File: config.mk
export PLATFORM = sky130hd
export DESIGN_NAME = exp_trig_ctrl
export DESIGN_NICKNAME = d
export VERILOG_FILES = /design/src/include/exp_trig_pkg.sv /design/src/design/exp_trig_ctrl.sv /design/src/design/edge_sync.sv /design/src/design/ms_timer.sv
export VERILOG_INCLUDE_DIRS = /design/src /design/src/include
export SDC_FILE = /design/constraint.sdc
export NUM_CORES = 1
export LEC_CHECK = 0
export BUFFER_PORTS_ARGS = -buffer_cell sky130_fd_sc_hd__buf_2
export CAP_MARGIN = 10
export CORE_ASPECT_RATIO = 0.75
export CORE_MARGIN = 5
export CORE_UTILIZATION = 40
export DETAILED_ROUTE_END_ITERATION = 6
export SLEW_MARGIN = 20
export SYNTH_ARGS = -nofsm -noshare
export SYNTH_HDL_FRONTEND = slang
export SYNTH_SLANG_ARGS = --single-unit
export TNS_END_PERCENT = 100
File: constraint.sdc
create_clock -name clk_i -period 20.5 [get_ports clk_i]
set_input_delay 2.05 -clock clk_i [delete_from_list [all_inputs] [get_ports clk_i]]
set_output_delay 2.05 -clock clk_i [all_outputs]
set_load 0.01 [all_outputs]
File: src/include/exp_trig_params.svh
// Register offsets, trigger mode codes, field positions and timing counts
`ifndef EXP_TRIG_PARAMS_SVH
`define EXP_TRIG_PARAMS_SVH

`define REG_TRIG_SELECT     4'h0
`define REG_FORCE           4'h1
`define REG_RATE_CTRL       4'h2
`define REG_RATE_TIME       4'h3
`define REG_SLEEP_CTRL      4'h4
`define REG_SLEEP_DELAY     4'h5
`define REG_EXPOSURE        4'h6
`define REG_DELAY           4'h7
`define REG_STATUS          4'h8
`define REG_CAPS            4'h9
`define REG_ROI_LINES       4'ha
`define REG_LINE_NS         4'hb

`define TRIG_AUTO           2'h0
`define TRIG_SOFT           2'h1
`define TRIG_EDGE           2'h2
`define TRIG_PULSE          2'h3
`define TRIG_MAX_CODE       32'h00000003

`define ST_BUSY_BIT         0
`define ST_EXPOSING_BIT     1
`define ST_AMP_OFF_BIT      2
`define ST_BAD_MODE_BIT     3
`define ST_READING_BIT      4
`define CAPS_USER_SLEEP_BIT 0

`define CLK_PERIOD_NS       32'd25
`define CYCLES_PER_US       32'd40
`define CYCLES_PER_MS       32'd40000
`define AUTO_SLEEP_MS       16'd100
`define READOUT_OVERHEAD_NS 32'd1000

`endif

File: src/include/exp_trig_pkg.sv
// Types shared by the exposure trigger control block
package exp_trig_pkg;
  typedef logic [1:0] trig_mode_t;
  typedef enum logic [3:0] {
    ST_IDLE   = 4'b0001,
    ST_DELAY  = 4'b0010,
    ST_EXPOSE = 4'b0100,
    ST_READ   = 4'b1000
  } exp_state_t;
endpackage

File: src/design/exp_trig_ctrl.sv
// Exposure trigger and amplifier power-down controller with Wishbone registers
//
// Overview of operation
// - Mode 0 starts each exposure automatically as soon as readout allows; trigger pin ignored.
// - In mode 0 on a CCD in a sequence the next exposure starts together with sensor readout.
// - Mode 1 starts an exposure only on a software force command.
// - Mode 2 runs delay then exposure from a trigger edge whose polarity a switch selects.
// - Mode 3 ignores programmed delay and exposes for the trigger pulse length, or for the programmed exposure when forced.
// - Mode 3 in double-image operation exposes the second image during first readout.
// - In modes 2 and 3 trigger edges count only when acquire mode and acquire-enable allow.
// - A software force trigger always acts, whatever the acquire-enable level.
// - A max-rate control enables the longest exposure at the maximum frame rate.
// - In max-rate mode exposure is derived from vertical ROI and line time, reported in ns.
// - The sensor output amplifier is switched off during long exposures.
// - With user select low the power-down uses a fixed internal preset delay.
// - With user select high the amplifier powers down after the user-programmed time.
// - A capability bit reports whether user-timed power-down is supported.
`timescale 1ns/1ps
`include "exp_trig_params.svh"
module exp_trig_ctrl
  import exp_trig_pkg::*;
#(
  parameter int unsigned CYCLES_PER_MS = `CYCLES_PER_MS,
  parameter bit          USER_SLEEP_OK = 1'b1
) (
  input  wire logic        clk_i,
  input  wire logic        sys_rst_i,
  input  wire logic        wb_cyc_i,
  input  wire logic        wb_stb_i,
  input  wire logic        wb_we_i,
  input  wire logic [5:0]  wb_adr_i,
  input  wire logic [3:0]  wb_sel_i,
  input  wire logic [31:0] wb_dat_i,
  output logic [31:0]      wb_dat_o,
  output logic             wb_ack_o,
  output logic             wb_err_o,
  input  wire logic        exp_trig_i,
  input  wire logic        acq_enbl_i,
  input  wire logic        trig_polarity_i,
  input  wire logic        acquire_gate_i,
  input  wire logic        double_image_i,
  input  wire logic        ccd_sensor_i,
  input  wire logic        readout_done_i,
  output logic             exposure_o,
  output logic             readout_start_o,
  output logic             amp_sleep_o
);
  import exp_trig_pkg::*;

  // Registers
  trig_mode_t  trigger_select;
  logic        max_rate_exposure_enable;
  logic        amp_sleep_user_select;
  logic [15:0] amp_sleep_delay_ms;
  logic [31:0] exposure_ns;
  logic [31:0] delay_ns;
  logic [15:0] roi_lines;
  logic [15:0] line_ns;
  logic        bad_mode;
  logic        force_pend;
  logic        second_image;
  logic        forced_run;
  exp_state_t  state;
  exp_state_t  next_state;
  logic [31:0] phase_cnt;
  logic [31:0] max_rate_exposure_time;

  // Synchronised pins
  logic trig_level;
  logic trig_rise;
  logic trig_fall;
  logic acq_sync;
  logic pol_sync;
  logic gate_sync;
  logic dbl_sync;
  logic ccd_sync;
  logic rdone_sync;
  logic rdone_rise;

  edge_sync u_trig (
    .clk_i     (clk_i),
    .sys_rst_i (sys_rst_i),
    .pin_i     (exp_trig_i),
    .level_o   (trig_level),
    .rise_o    (trig_rise),
    .fall_o    (trig_fall)
  );

  edge_sync u_rdone (
    .clk_i     (clk_i),
    .sys_rst_i (sys_rst_i),
    .pin_i     (readout_done_i),
    .level_o   (rdone_sync),
    .rise_o    (rdone_rise),
    .fall_o    ()
  );

  // Slow straps and levels share one two-flop bank
  logic [4:0] strap_meta;
  logic [4:0] strap_sync;
  always_ff @(posedge clk_i or posedge sys_rst_i) begin
    if (sys_rst_i) begin
      strap_meta <= 5'h0;
      strap_sync <= 5'h0;
    end else begin
      strap_meta <= {ccd_sensor_i, double_image_i, acquire_gate_i, trig_polarity_i, acq_enbl_i};
      strap_sync <= strap_meta;
    end
  end
  assign acq_sync  = strap_sync[0];
  assign pol_sync  = strap_sync[1];
  assign gate_sync = strap_sync[2];
  assign dbl_sync  = strap_sync[3];
  assign ccd_sync  = strap_sync[4];

  // Bus decode
  function automatic logic hit(input logic [5:0] adr, input logic [3:0] idx);
    return adr == {2'b00, idx};
  endfunction

  wire bus_req  = wb_cyc_i & wb_stb_i & ~wb_ack_o & ~wb_err_o;
  wire mapped   = wb_adr_i <= {2'b00, `REG_LINE_NS};
  wire wr       = bus_req & wb_we_i & mapped;
  wire wr_lo    = wr & wb_sel_i[0];
  wire wr_lo16  = wr & wb_sel_i[0] & wb_sel_i[1];
  wire wr_all   = wr & (&wb_sel_i);
  wire mode_wr  = wr_all & hit(wb_adr_i, `REG_TRIG_SELECT);
  wire mode_ok  = wb_dat_i <= `TRIG_MAX_CODE;
  wire force_wr = wr_lo & hit(wb_adr_i, `REG_FORCE) & wb_dat_i[0];

  // Trigger qualification
  wire ext_mode   = (trigger_select == `TRIG_EDGE) | (trigger_select == `TRIG_PULSE);
  wire edge_allow = ext_mode & acq_sync & gate_sync;
  wire act_edge   = pol_sync ? trig_fall : trig_rise;
  wire act_level  = pol_sync ? ~trig_level : trig_level;
  wire act_end    = pol_sync ? trig_rise : trig_fall;
  wire ext_start  = edge_allow & act_edge;
  wire soft_start = force_pend;
  wire auto_start = (trigger_select == `TRIG_AUTO);

  // Max-rate exposure: lines times line time minus fixed overhead
  wire [31:0] frame_ns = 32'(roi_lines) * 32'(line_ns);
  always_comb begin
    max_rate_exposure_time = (frame_ns > `READOUT_OVERHEAD_NS) ?
                             frame_ns - `READOUT_OVERHEAD_NS : 32'h0;
  end
  wire [31:0] eff_exposure = max_rate_exposure_enable ? max_rate_exposure_time
                                                      : exposure_ns;

  wire [31:0] phase_ns     = phase_cnt * `CLK_PERIOD_NS;
  wire        delay_done   = phase_ns >= delay_ns;
  wire        expose_done  = phase_ns >= eff_exposure;
  wire        pulse_mode   = (trigger_select == `TRIG_PULSE);

  always_comb begin
    next_state = state;
    case (state)
      ST_IDLE: begin
        if (soft_start)
          next_state = ST_DELAY;
        else if (ext_start && pulse_mode)
          next_state = ST_EXPOSE;
        else if (ext_start || auto_start)
          next_state = ST_DELAY;
      end
      ST_DELAY: begin
        if (delay_done || pulse_mode)
          next_state = ST_EXPOSE;
      end
      ST_EXPOSE: begin
        if (pulse_mode && !second_image && !forced_run && act_end)
          next_state = ST_READ;
        else if ((!pulse_mode || forced_run) && expose_done)
          next_state = ST_READ;
      end
      ST_READ: begin
        if (rdone_rise)
          next_state = ST_IDLE;
      end
      default: next_state = ST_IDLE;
    endcase
  end

  // Auto mode on a CCD in a sequence overlaps the next exposure with readout
  wire overlap = auto_start & ccd_sync & (state == ST_READ);
  // Second image flag is already set while the first image reads out
  wire dbl_second = pulse_mode & dbl_sync & (state == ST_READ) & second_image;

  always_ff @(posedge clk_i or posedge sys_rst_i) begin
    if (sys_rst_i) begin
      state        <= ST_IDLE;
      phase_cnt    <= 32'h0;
      second_image <= 1'b0;
      forced_run   <= 1'b0;
    end else begin
      state     <= next_state;
      // Force pending clears on leaving idle, so remember it for the run
      if (state == ST_IDLE)
        forced_run <= soft_start;
      phase_cnt <= (next_state != state) ? 32'h0 : phase_cnt + 32'h1;
      if (next_state == ST_READ && state == ST_EXPOSE && pulse_mode && dbl_sync)
        second_image <= ~second_image;
      else if (state == ST_IDLE)
        second_image <= 1'b0;
    end
  end

  // Power-down timer runs while exposing
  wire [15:0] sleep_ms = amp_sleep_user_select ? amp_sleep_delay_ms
                                               : `AUTO_SLEEP_MS;
  logic sleep_due;
  ms_timer #(
    .CYCLES_PER_MS (CYCLES_PER_MS)
  ) u_sleep (
    .clk_i      (clk_i),
    .sys_rst_i  (sys_rst_i),
    .run_i      (state == ST_EXPOSE),
    .delay_ms_i (sleep_ms),
    .expired_o  (sleep_due)
  );

  always_ff @(posedge clk_i or posedge sys_rst_i) begin
    if (sys_rst_i) begin
      exposure_o      <= 1'b0;
      readout_start_o <= 1'b0;
      amp_sleep_o     <= 1'b0;
    end else begin
      exposure_o      <= (next_state == ST_EXPOSE) | overlap | dbl_second;
      readout_start_o <= (state == ST_EXPOSE) & (next_state == ST_READ);
      amp_sleep_o     <= (state == ST_EXPOSE) & sleep_due;
    end
  end

  // Register writes
  always_ff @(posedge clk_i or posedge sys_rst_i) begin
    if (sys_rst_i) begin
      trigger_select           <= `TRIG_AUTO;
      max_rate_exposure_enable <= 1'b0;
      amp_sleep_user_select    <= 1'b0;
      amp_sleep_delay_ms       <= 16'h0;
      exposure_ns              <= 32'h0;
      delay_ns                 <= 32'h0;
      roi_lines                <= 16'h0;
      line_ns                  <= 16'h0;
      bad_mode                 <= 1'b0;
      force_pend               <= 1'b0;
    end else begin
      if (mode_wr && mode_ok)
        trigger_select <= wb_dat_i[1:0];
      if (mode_wr)
        bad_mode <= ~mode_ok;
      if (force_wr)
        force_pend <= 1'b1;
      else if (state == ST_IDLE)
        force_pend <= 1'b0;
      if (wr_lo && hit(wb_adr_i, `REG_RATE_CTRL))
        max_rate_exposure_enable <= wb_dat_i[0];
      if (wr_lo && hit(wb_adr_i, `REG_SLEEP_CTRL))
        amp_sleep_user_select <= wb_dat_i[0] & USER_SLEEP_OK;
      if (wr_lo16 && hit(wb_adr_i, `REG_SLEEP_DELAY))
        amp_sleep_delay_ms <= wb_dat_i[15:0];
      if (wr_all && hit(wb_adr_i, `REG_EXPOSURE))
        exposure_ns <= wb_dat_i;
      if (wr_all && hit(wb_adr_i, `REG_DELAY))
        delay_ns <= wb_dat_i;
      if (wr_lo16 && hit(wb_adr_i, `REG_ROI_LINES))
        roi_lines <= wb_dat_i[15:0];
      if (wr_lo16 && hit(wb_adr_i, `REG_LINE_NS))
        line_ns <= wb_dat_i[15:0];
    end
  end

  // Read mux
  logic [31:0] rd_data;
  always_comb begin
    rd_data = 32'h0;
    case (wb_adr_i[3:0])
      `REG_TRIG_SELECT: rd_data = {30'h0, trigger_select};
      `REG_FORCE:       rd_data = {31'h0, force_pend};
      `REG_RATE_CTRL:   rd_data = {31'h0, max_rate_exposure_enable};
      `REG_RATE_TIME:   rd_data = max_rate_exposure_time;
      `REG_SLEEP_CTRL:  rd_data = {31'h0, amp_sleep_user_select};
      `REG_SLEEP_DELAY: rd_data = {16'h0, amp_sleep_delay_ms};
      `REG_EXPOSURE:    rd_data = exposure_ns;
      `REG_DELAY:       rd_data = delay_ns;
      `REG_STATUS: begin
        rd_data[`ST_BUSY_BIT]     = state != ST_IDLE;
        rd_data[`ST_EXPOSING_BIT] = exposure_o;
        rd_data[`ST_AMP_OFF_BIT]  = amp_sleep_o;
        rd_data[`ST_BAD_MODE_BIT] = bad_mode;
        rd_data[`ST_READING_BIT]  = state == ST_READ;
      end
      `REG_CAPS:        rd_data[`CAPS_USER_SLEEP_BIT] = USER_SLEEP_OK;
      `REG_ROI_LINES:   rd_data = {16'h0, roi_lines};
      `REG_LINE_NS:     rd_data = {16'h0, line_ns};
      default:          rd_data = 32'h0;
    endcase
  end

  // One-cycle ack; unmapped addresses answer with err
  always_ff @(posedge clk_i or posedge sys_rst_i) begin
    if (sys_rst_i) begin
      wb_ack_o <= 1'b0;
      wb_err_o <= 1'b0;
      wb_dat_o <= 32'h0;
    end else begin
      wb_ack_o <= bus_req & mapped;
      wb_err_o <= bus_req & ~mapped;
      wb_dat_o <= (bus_req & mapped & ~wb_we_i) ? rd_data : 32'h0;
    end
  end
endmodule

File: src/design/edge_sync.sv
// Two-flop synchroniser with edge detection for external pins
`timescale 1ns/1ps
module edge_sync (
  input  wire logic clk_i,
  input  wire logic sys_rst_i,
  input  wire logic pin_i,
  output logic      level_o,
  output logic      rise_o,
  output logic      fall_o
);
  logic meta;
  logic sync;
  logic last;

  always_ff @(posedge clk_i or posedge sys_rst_i) begin
    if (sys_rst_i) begin
      meta <= 1'b0;
      sync <= 1'b0;
      last <= 1'b0;
    end else begin
      meta <= pin_i;
      sync <= meta;
      last <= sync;
    end
  end

  assign level_o = sync;
  assign rise_o  = sync & ~last;
  assign fall_o  = ~sync & last;
endmodule

File: src/design/ms_timer.sv
// Millisecond up-counter that flags expiry of a programmed delay
`timescale 1ns/1ps
`include "exp_trig_params.svh"
module ms_timer #(
  parameter int unsigned CYCLES_PER_MS = `CYCLES_PER_MS
) (
  input  wire logic        clk_i,
  input  wire logic        sys_rst_i,
  input  wire logic        run_i,
  input  wire logic [15:0] delay_ms_i,
  output logic             expired_o
);
  logic [31:0] tick;
  logic [15:0] ms_count;
  wire         ms_edge = (tick == CYCLES_PER_MS - 1);

  always_ff @(posedge clk_i or posedge sys_rst_i) begin
    if (sys_rst_i) begin
      tick      <= 32'h0;
      ms_count  <= 16'h0;
      expired_o <= 1'b0;
    end else if (!run_i) begin
      tick      <= 32'h0;
      ms_count  <= 16'h0;
      expired_o <= 1'b0;
    end else begin
      tick <= ms_edge ? 32'h0 : tick + 32'h1;
      if (ms_edge && !expired_o)
        ms_count <= ms_count + 16'h1;
      expired_o <= expired_o | (ms_count >= delay_ms_i);
    end
  end
endmodule

==> results.py <==
metrics = {
    "synth": {
        "ys_async_sr_fraction": 1.000,
        "synth_top_cell_by_area": "dfrtp_1",
        "yosysMostFrequentCell": "inv_1",
        "synth-edff-count": 0,
        "synthXorXnorAreaFrac": 0.04851,
        "syn_area_mm2": 0.02564,
        "netlist_instances": 2805,
        "synth_cell_types": 73,
        "synth_fa_ha_area_frac": 0.3041,
        "synth_top_family_by_area": "adder cells",
        "ys_seq_area_frac": 0.2519,
        "synth_nets": 3350,
        "synth_top_cell_area_share": 0.2509,
        "yosysWarningCount": 0,
        "muxShareOfSynthArea": 0.04134,
        "ys_dominant_reg_cell": "dfrtp_1",
        "synth_commonest_cells": "inv_1 (418), nand2_1 (283), ha_1 (271), dfrtp_1 (257), fa_1 (220)",
        "synth-seq-cells": 258,
        "synthTopCellsByArea": "dfrtp_1 (25%), fa_1 (17%), ha_1 (13%), inv_1 (6.1%), nand2_1 (4.1%)",
        "yosys.area_share.simple": 0.1629,
        "synth_compound_area_frac": 0.1125,
        "syn_avg_cell_area_um2": 9.140,
    },
    "cts": {
        "ctsResizeCount": 0,
        "clockRootBuffer": "clkbuf_16",
        "cts_tree": "built",
        "cts.reportedPaths.clkPinSlew_ps": 60,
        "cts_buffers": 30,
        "cts_setup_buffers": 0,
        "clockBufferDepth": 3,
        "postCtsHoldBufs": 0,
        "h-tree-depth": 1,
        "clkLatencyLatePin_ps": 610,
        "clock-sinks": 258,
    },
    "pwr": {
        "max-vdd-ir-drop_mv": 0.05372,
        "intPower_uw": 880.3,
        "p_comb_frac": 0.038,
        "p_seq_frac": 0.455,
        "powerDensity_mw_per_mm2": 40.73,
        "clock_power_share": 0.507,
        "switching_power_uw": 260.3,
        "switching_share": 0.2282,
        "leakage_uw": 0.01432,
    },
    "critical_path": {
        "crit_path_max_incr_delay_ps": 900,
        "worstSetupEndpoint": "phase_cnt[11]$_DFF_PP0_",
        "critPathTopFamily": "adder cells",
        "timing.rr.end": "phase_cnt[11]$_DFF_PP0_",
        "startpoint": "roi_lines[9]$_DFFE_PP0P_",
        "rr_startpoint": "roi_lines[9]$_DFFE_PP0P_",
        "cp.arrival_ps": 12340,
        "critPathMostFrequentCell": "fa_1",
        "worstRegToRegCells": 32,
        "cp_max_fo": 62,
        "crit_buf_inv": 4,
        "crit_slowest_cell": "a2111oi_0",
        "cp_num_cells": 32,
        "startpoint_type": "flip-flop",
        "ff2ff_setup_slack_ps": 8560,
        "end_kind": "flip-flop",
        "crit_required_ps": 20900,
        "crit_type": "flip-flop to flip-flop",
    },
    "outcome": {
        "status": "completed",
    },
    "grt": {
        "grt-ovfl-total": 0,
        "track_usage": 0.2137,
        "grt_antenna_before_repair": 8,
        "grt_first_pass_wirelength_um": 118500,
        "grt_pass1_vias": 21070,
        "grt_max_degree": 130,
    },
    "drt": {
        "drc": 0,
        "vias": 20020,
        "firstDrtPassIters": 5,
        "drt-vias-per-instance": 5.381,
        "antenna_violating_nets_post_route": 0,
        "wire_per_inst_um": 19.89,
        "wl_um": 74010,
        "drt_iter0_drc": 1432,
    },
    "finish": {
        "layout-drive-gt1-share": 0.1043,
        "area_delta_synth_final_pct": 9.224,
        "fill_cells": 6205,
        "final_nets": 3378,
        "seq_area_mm2": 0.006459,
        "multi_input_area_mm2": 0.01721,
    },
    "timing": {
        "setup_viol": 0,
        "drv_slew": 0,
        "post-route-min-period_ps": 11940,
        "rsz0062_at_grt": "no",
        "fin_crit_sh": 0.5824,
        "tns_ps": 0,
        "max_freq_ghz": 0.08376,
        "finalHoldViolations": 0,
        "worst_pin_slew_ps": 1033,
        "fin_ws_ps": 8561,
        "slew_headroom": 0.2938,
        "fin_skew_ps": 57.06,
    },
    "hold_path": {
        "hold_path.class": "flip-flop to flip-flop",
        "hp-start": "strap_meta[0]$_DFF_PP0_",
    },
    "floorplan": {
        "die_y_um": 229.3,
        "ios": 91,
        "initial_core_util": 0.4033,
        "die_w_um": 302.3,
        "num_rows": 80,
        "die-area_mm2": 0.06931,
        "core_region_area_mm2": 0.06356,
    },
    "placed_design": {
        "place.gp.congestion": 0.8790,
        "dp_slack_ps": 8833,
        "dp_hpwl_um": 57980,
        "port_buffers": 90,
    },
    "job": {
        "maxCapViolCount": 0,
    },
}
## cell type report
cell class	instances	share of cell area
Timing Repair Buffer	108	0.02091
Inverter	418	0.05630
Clock buffer	41	0.03079
Multi-Input combinational cell	2017	0.6146
Tap cell	861	0.03847
Antenna cell	3	0.0002681
Clock inverter	14	0.008043
Sequential cell	258	0.2307
## metrics by stage
stage / cells / total power [µW] / instance area, µm² / hold WS [ps] / utilization
2_1_floorplan: 2805 / 547.6 / 25640 / 331.2 / -
3_3_place_gp: 3662 / 570.4 / 26900 / 334.3 / 0.4233
3_5_place_dp: 3662 / 571.1 / 26900 / 334.7 / 0.4233
4_1_cts: 3717 / 1152 / 27990 / 345.0 / 0.4404
5_1_grt: 3717 / 1178 / 27990 / 357.2 / 0.4404
6_report: 3720 / 1141 / 28000 / 343.6 / 0.4406
## cell usage in the layout, fill, tap and decap left out, types with 18 or more instances in the layout
| cell type | instances |
|---|---|
| inv_1 | 417 |
| nand2_1 | 282 |
| ha_1 | 271 |
| dfrtp_1 | 256 |
| fa_1 | 220 |
| nor2_1 | 165 |
| and2_1 | 132 |
| a21oi_1 | 103 |
| buf_2 | 90 |
| o21ai_0 | 87 |
| mux2_2 | 87 |
| xnor2_1 | 81 |
| nand3_1 | 65 |
| xor2_1 | 61 |
| a21o_1 | 56 |
| and3_1 | 42 |
| a22oi_1 | 32 |
| clkbuf_16 | 30 |
| nand4_1 | 28 |
| nor3_1 | 27 |
| a21oi_2 | 24 |
| nor2b_1 | 22 |
| nor4_1 | 19 |
| a211oi_1 | 19 |
| nand2b_1 | 19 |
| buf_4 | 18 |
## how the worst min path moves through the flow
stage,cells after the start,to,slack [ps]
2_1_floorplan,0,strap_sync[0]$_DFF_PP0_,330
3_3_place_gp,0,strap_sync[1]$_DFF_PP0_,330
5_1_grt,0,strap_sync[1]$_DFF_PP0_,360
6_report,0,strap_sync[0]$_DFF_PP0_,340
4_1_cts,0,strap_sync[0]$_DFF_PP0_,350
3_5_place_dp,0,strap_sync[1]$_DFF_PP0_,330
## sequential cells by signal, summed over array words and instances, names as in the netlist, 2 cells and up
name                count
u_sleep.tick           32
roi_lines              16
delay_ns               32
trigger_select          2
strap_meta              5
exposure_ns            32
strap_sync              5
line_ns                16
u_sleep.ms_count       16
state                   4
wb_dat_o               32
amp_sleep_delay_ms     16
phase_cnt              32
## metal layers
| metal | up-vias | global-route usage | routed length [µm] |
|---|---|---|---|
| li1 | 9330 | - | - |
| met1 | 9966 | 0.3107 | 34710 |
| met2 | 593 | 0.3348 | 32420 |
| met3 | 117 | 0.03986 | 5242 |
| met4 | 12 | 0.04391 | 1542 |
| met5 | - | 0 | 95 |
## power groups by stage
stage | sequential [µW] | clock (µW) | combinational, µW
5_1_grt | 519 | 611 | 47.3
3_5_place_dp | 528 | 0 | 43.2
3_3_place_gp | 528 | 0 | 42.6
6_report | 519 | 579 | 43.2
4_1_cts | 519 | 590 | 43.4
2_1_floorplan | 524 | 0 | 23.8
## kinds of logic (layout without fill, tap and decap cells)
family,after synthesis,after routing
AND/OR/NAND/NOR,858,858
multiplexers,95,95
flip-flops,258,258
other,0,3
XOR/XNOR,142,142
adder cells (fa/ha/maj),491,491
AO/OA/AOI/OAI,431,431
buffers and inverters,530,581
(Power assumes the default switching activity.)
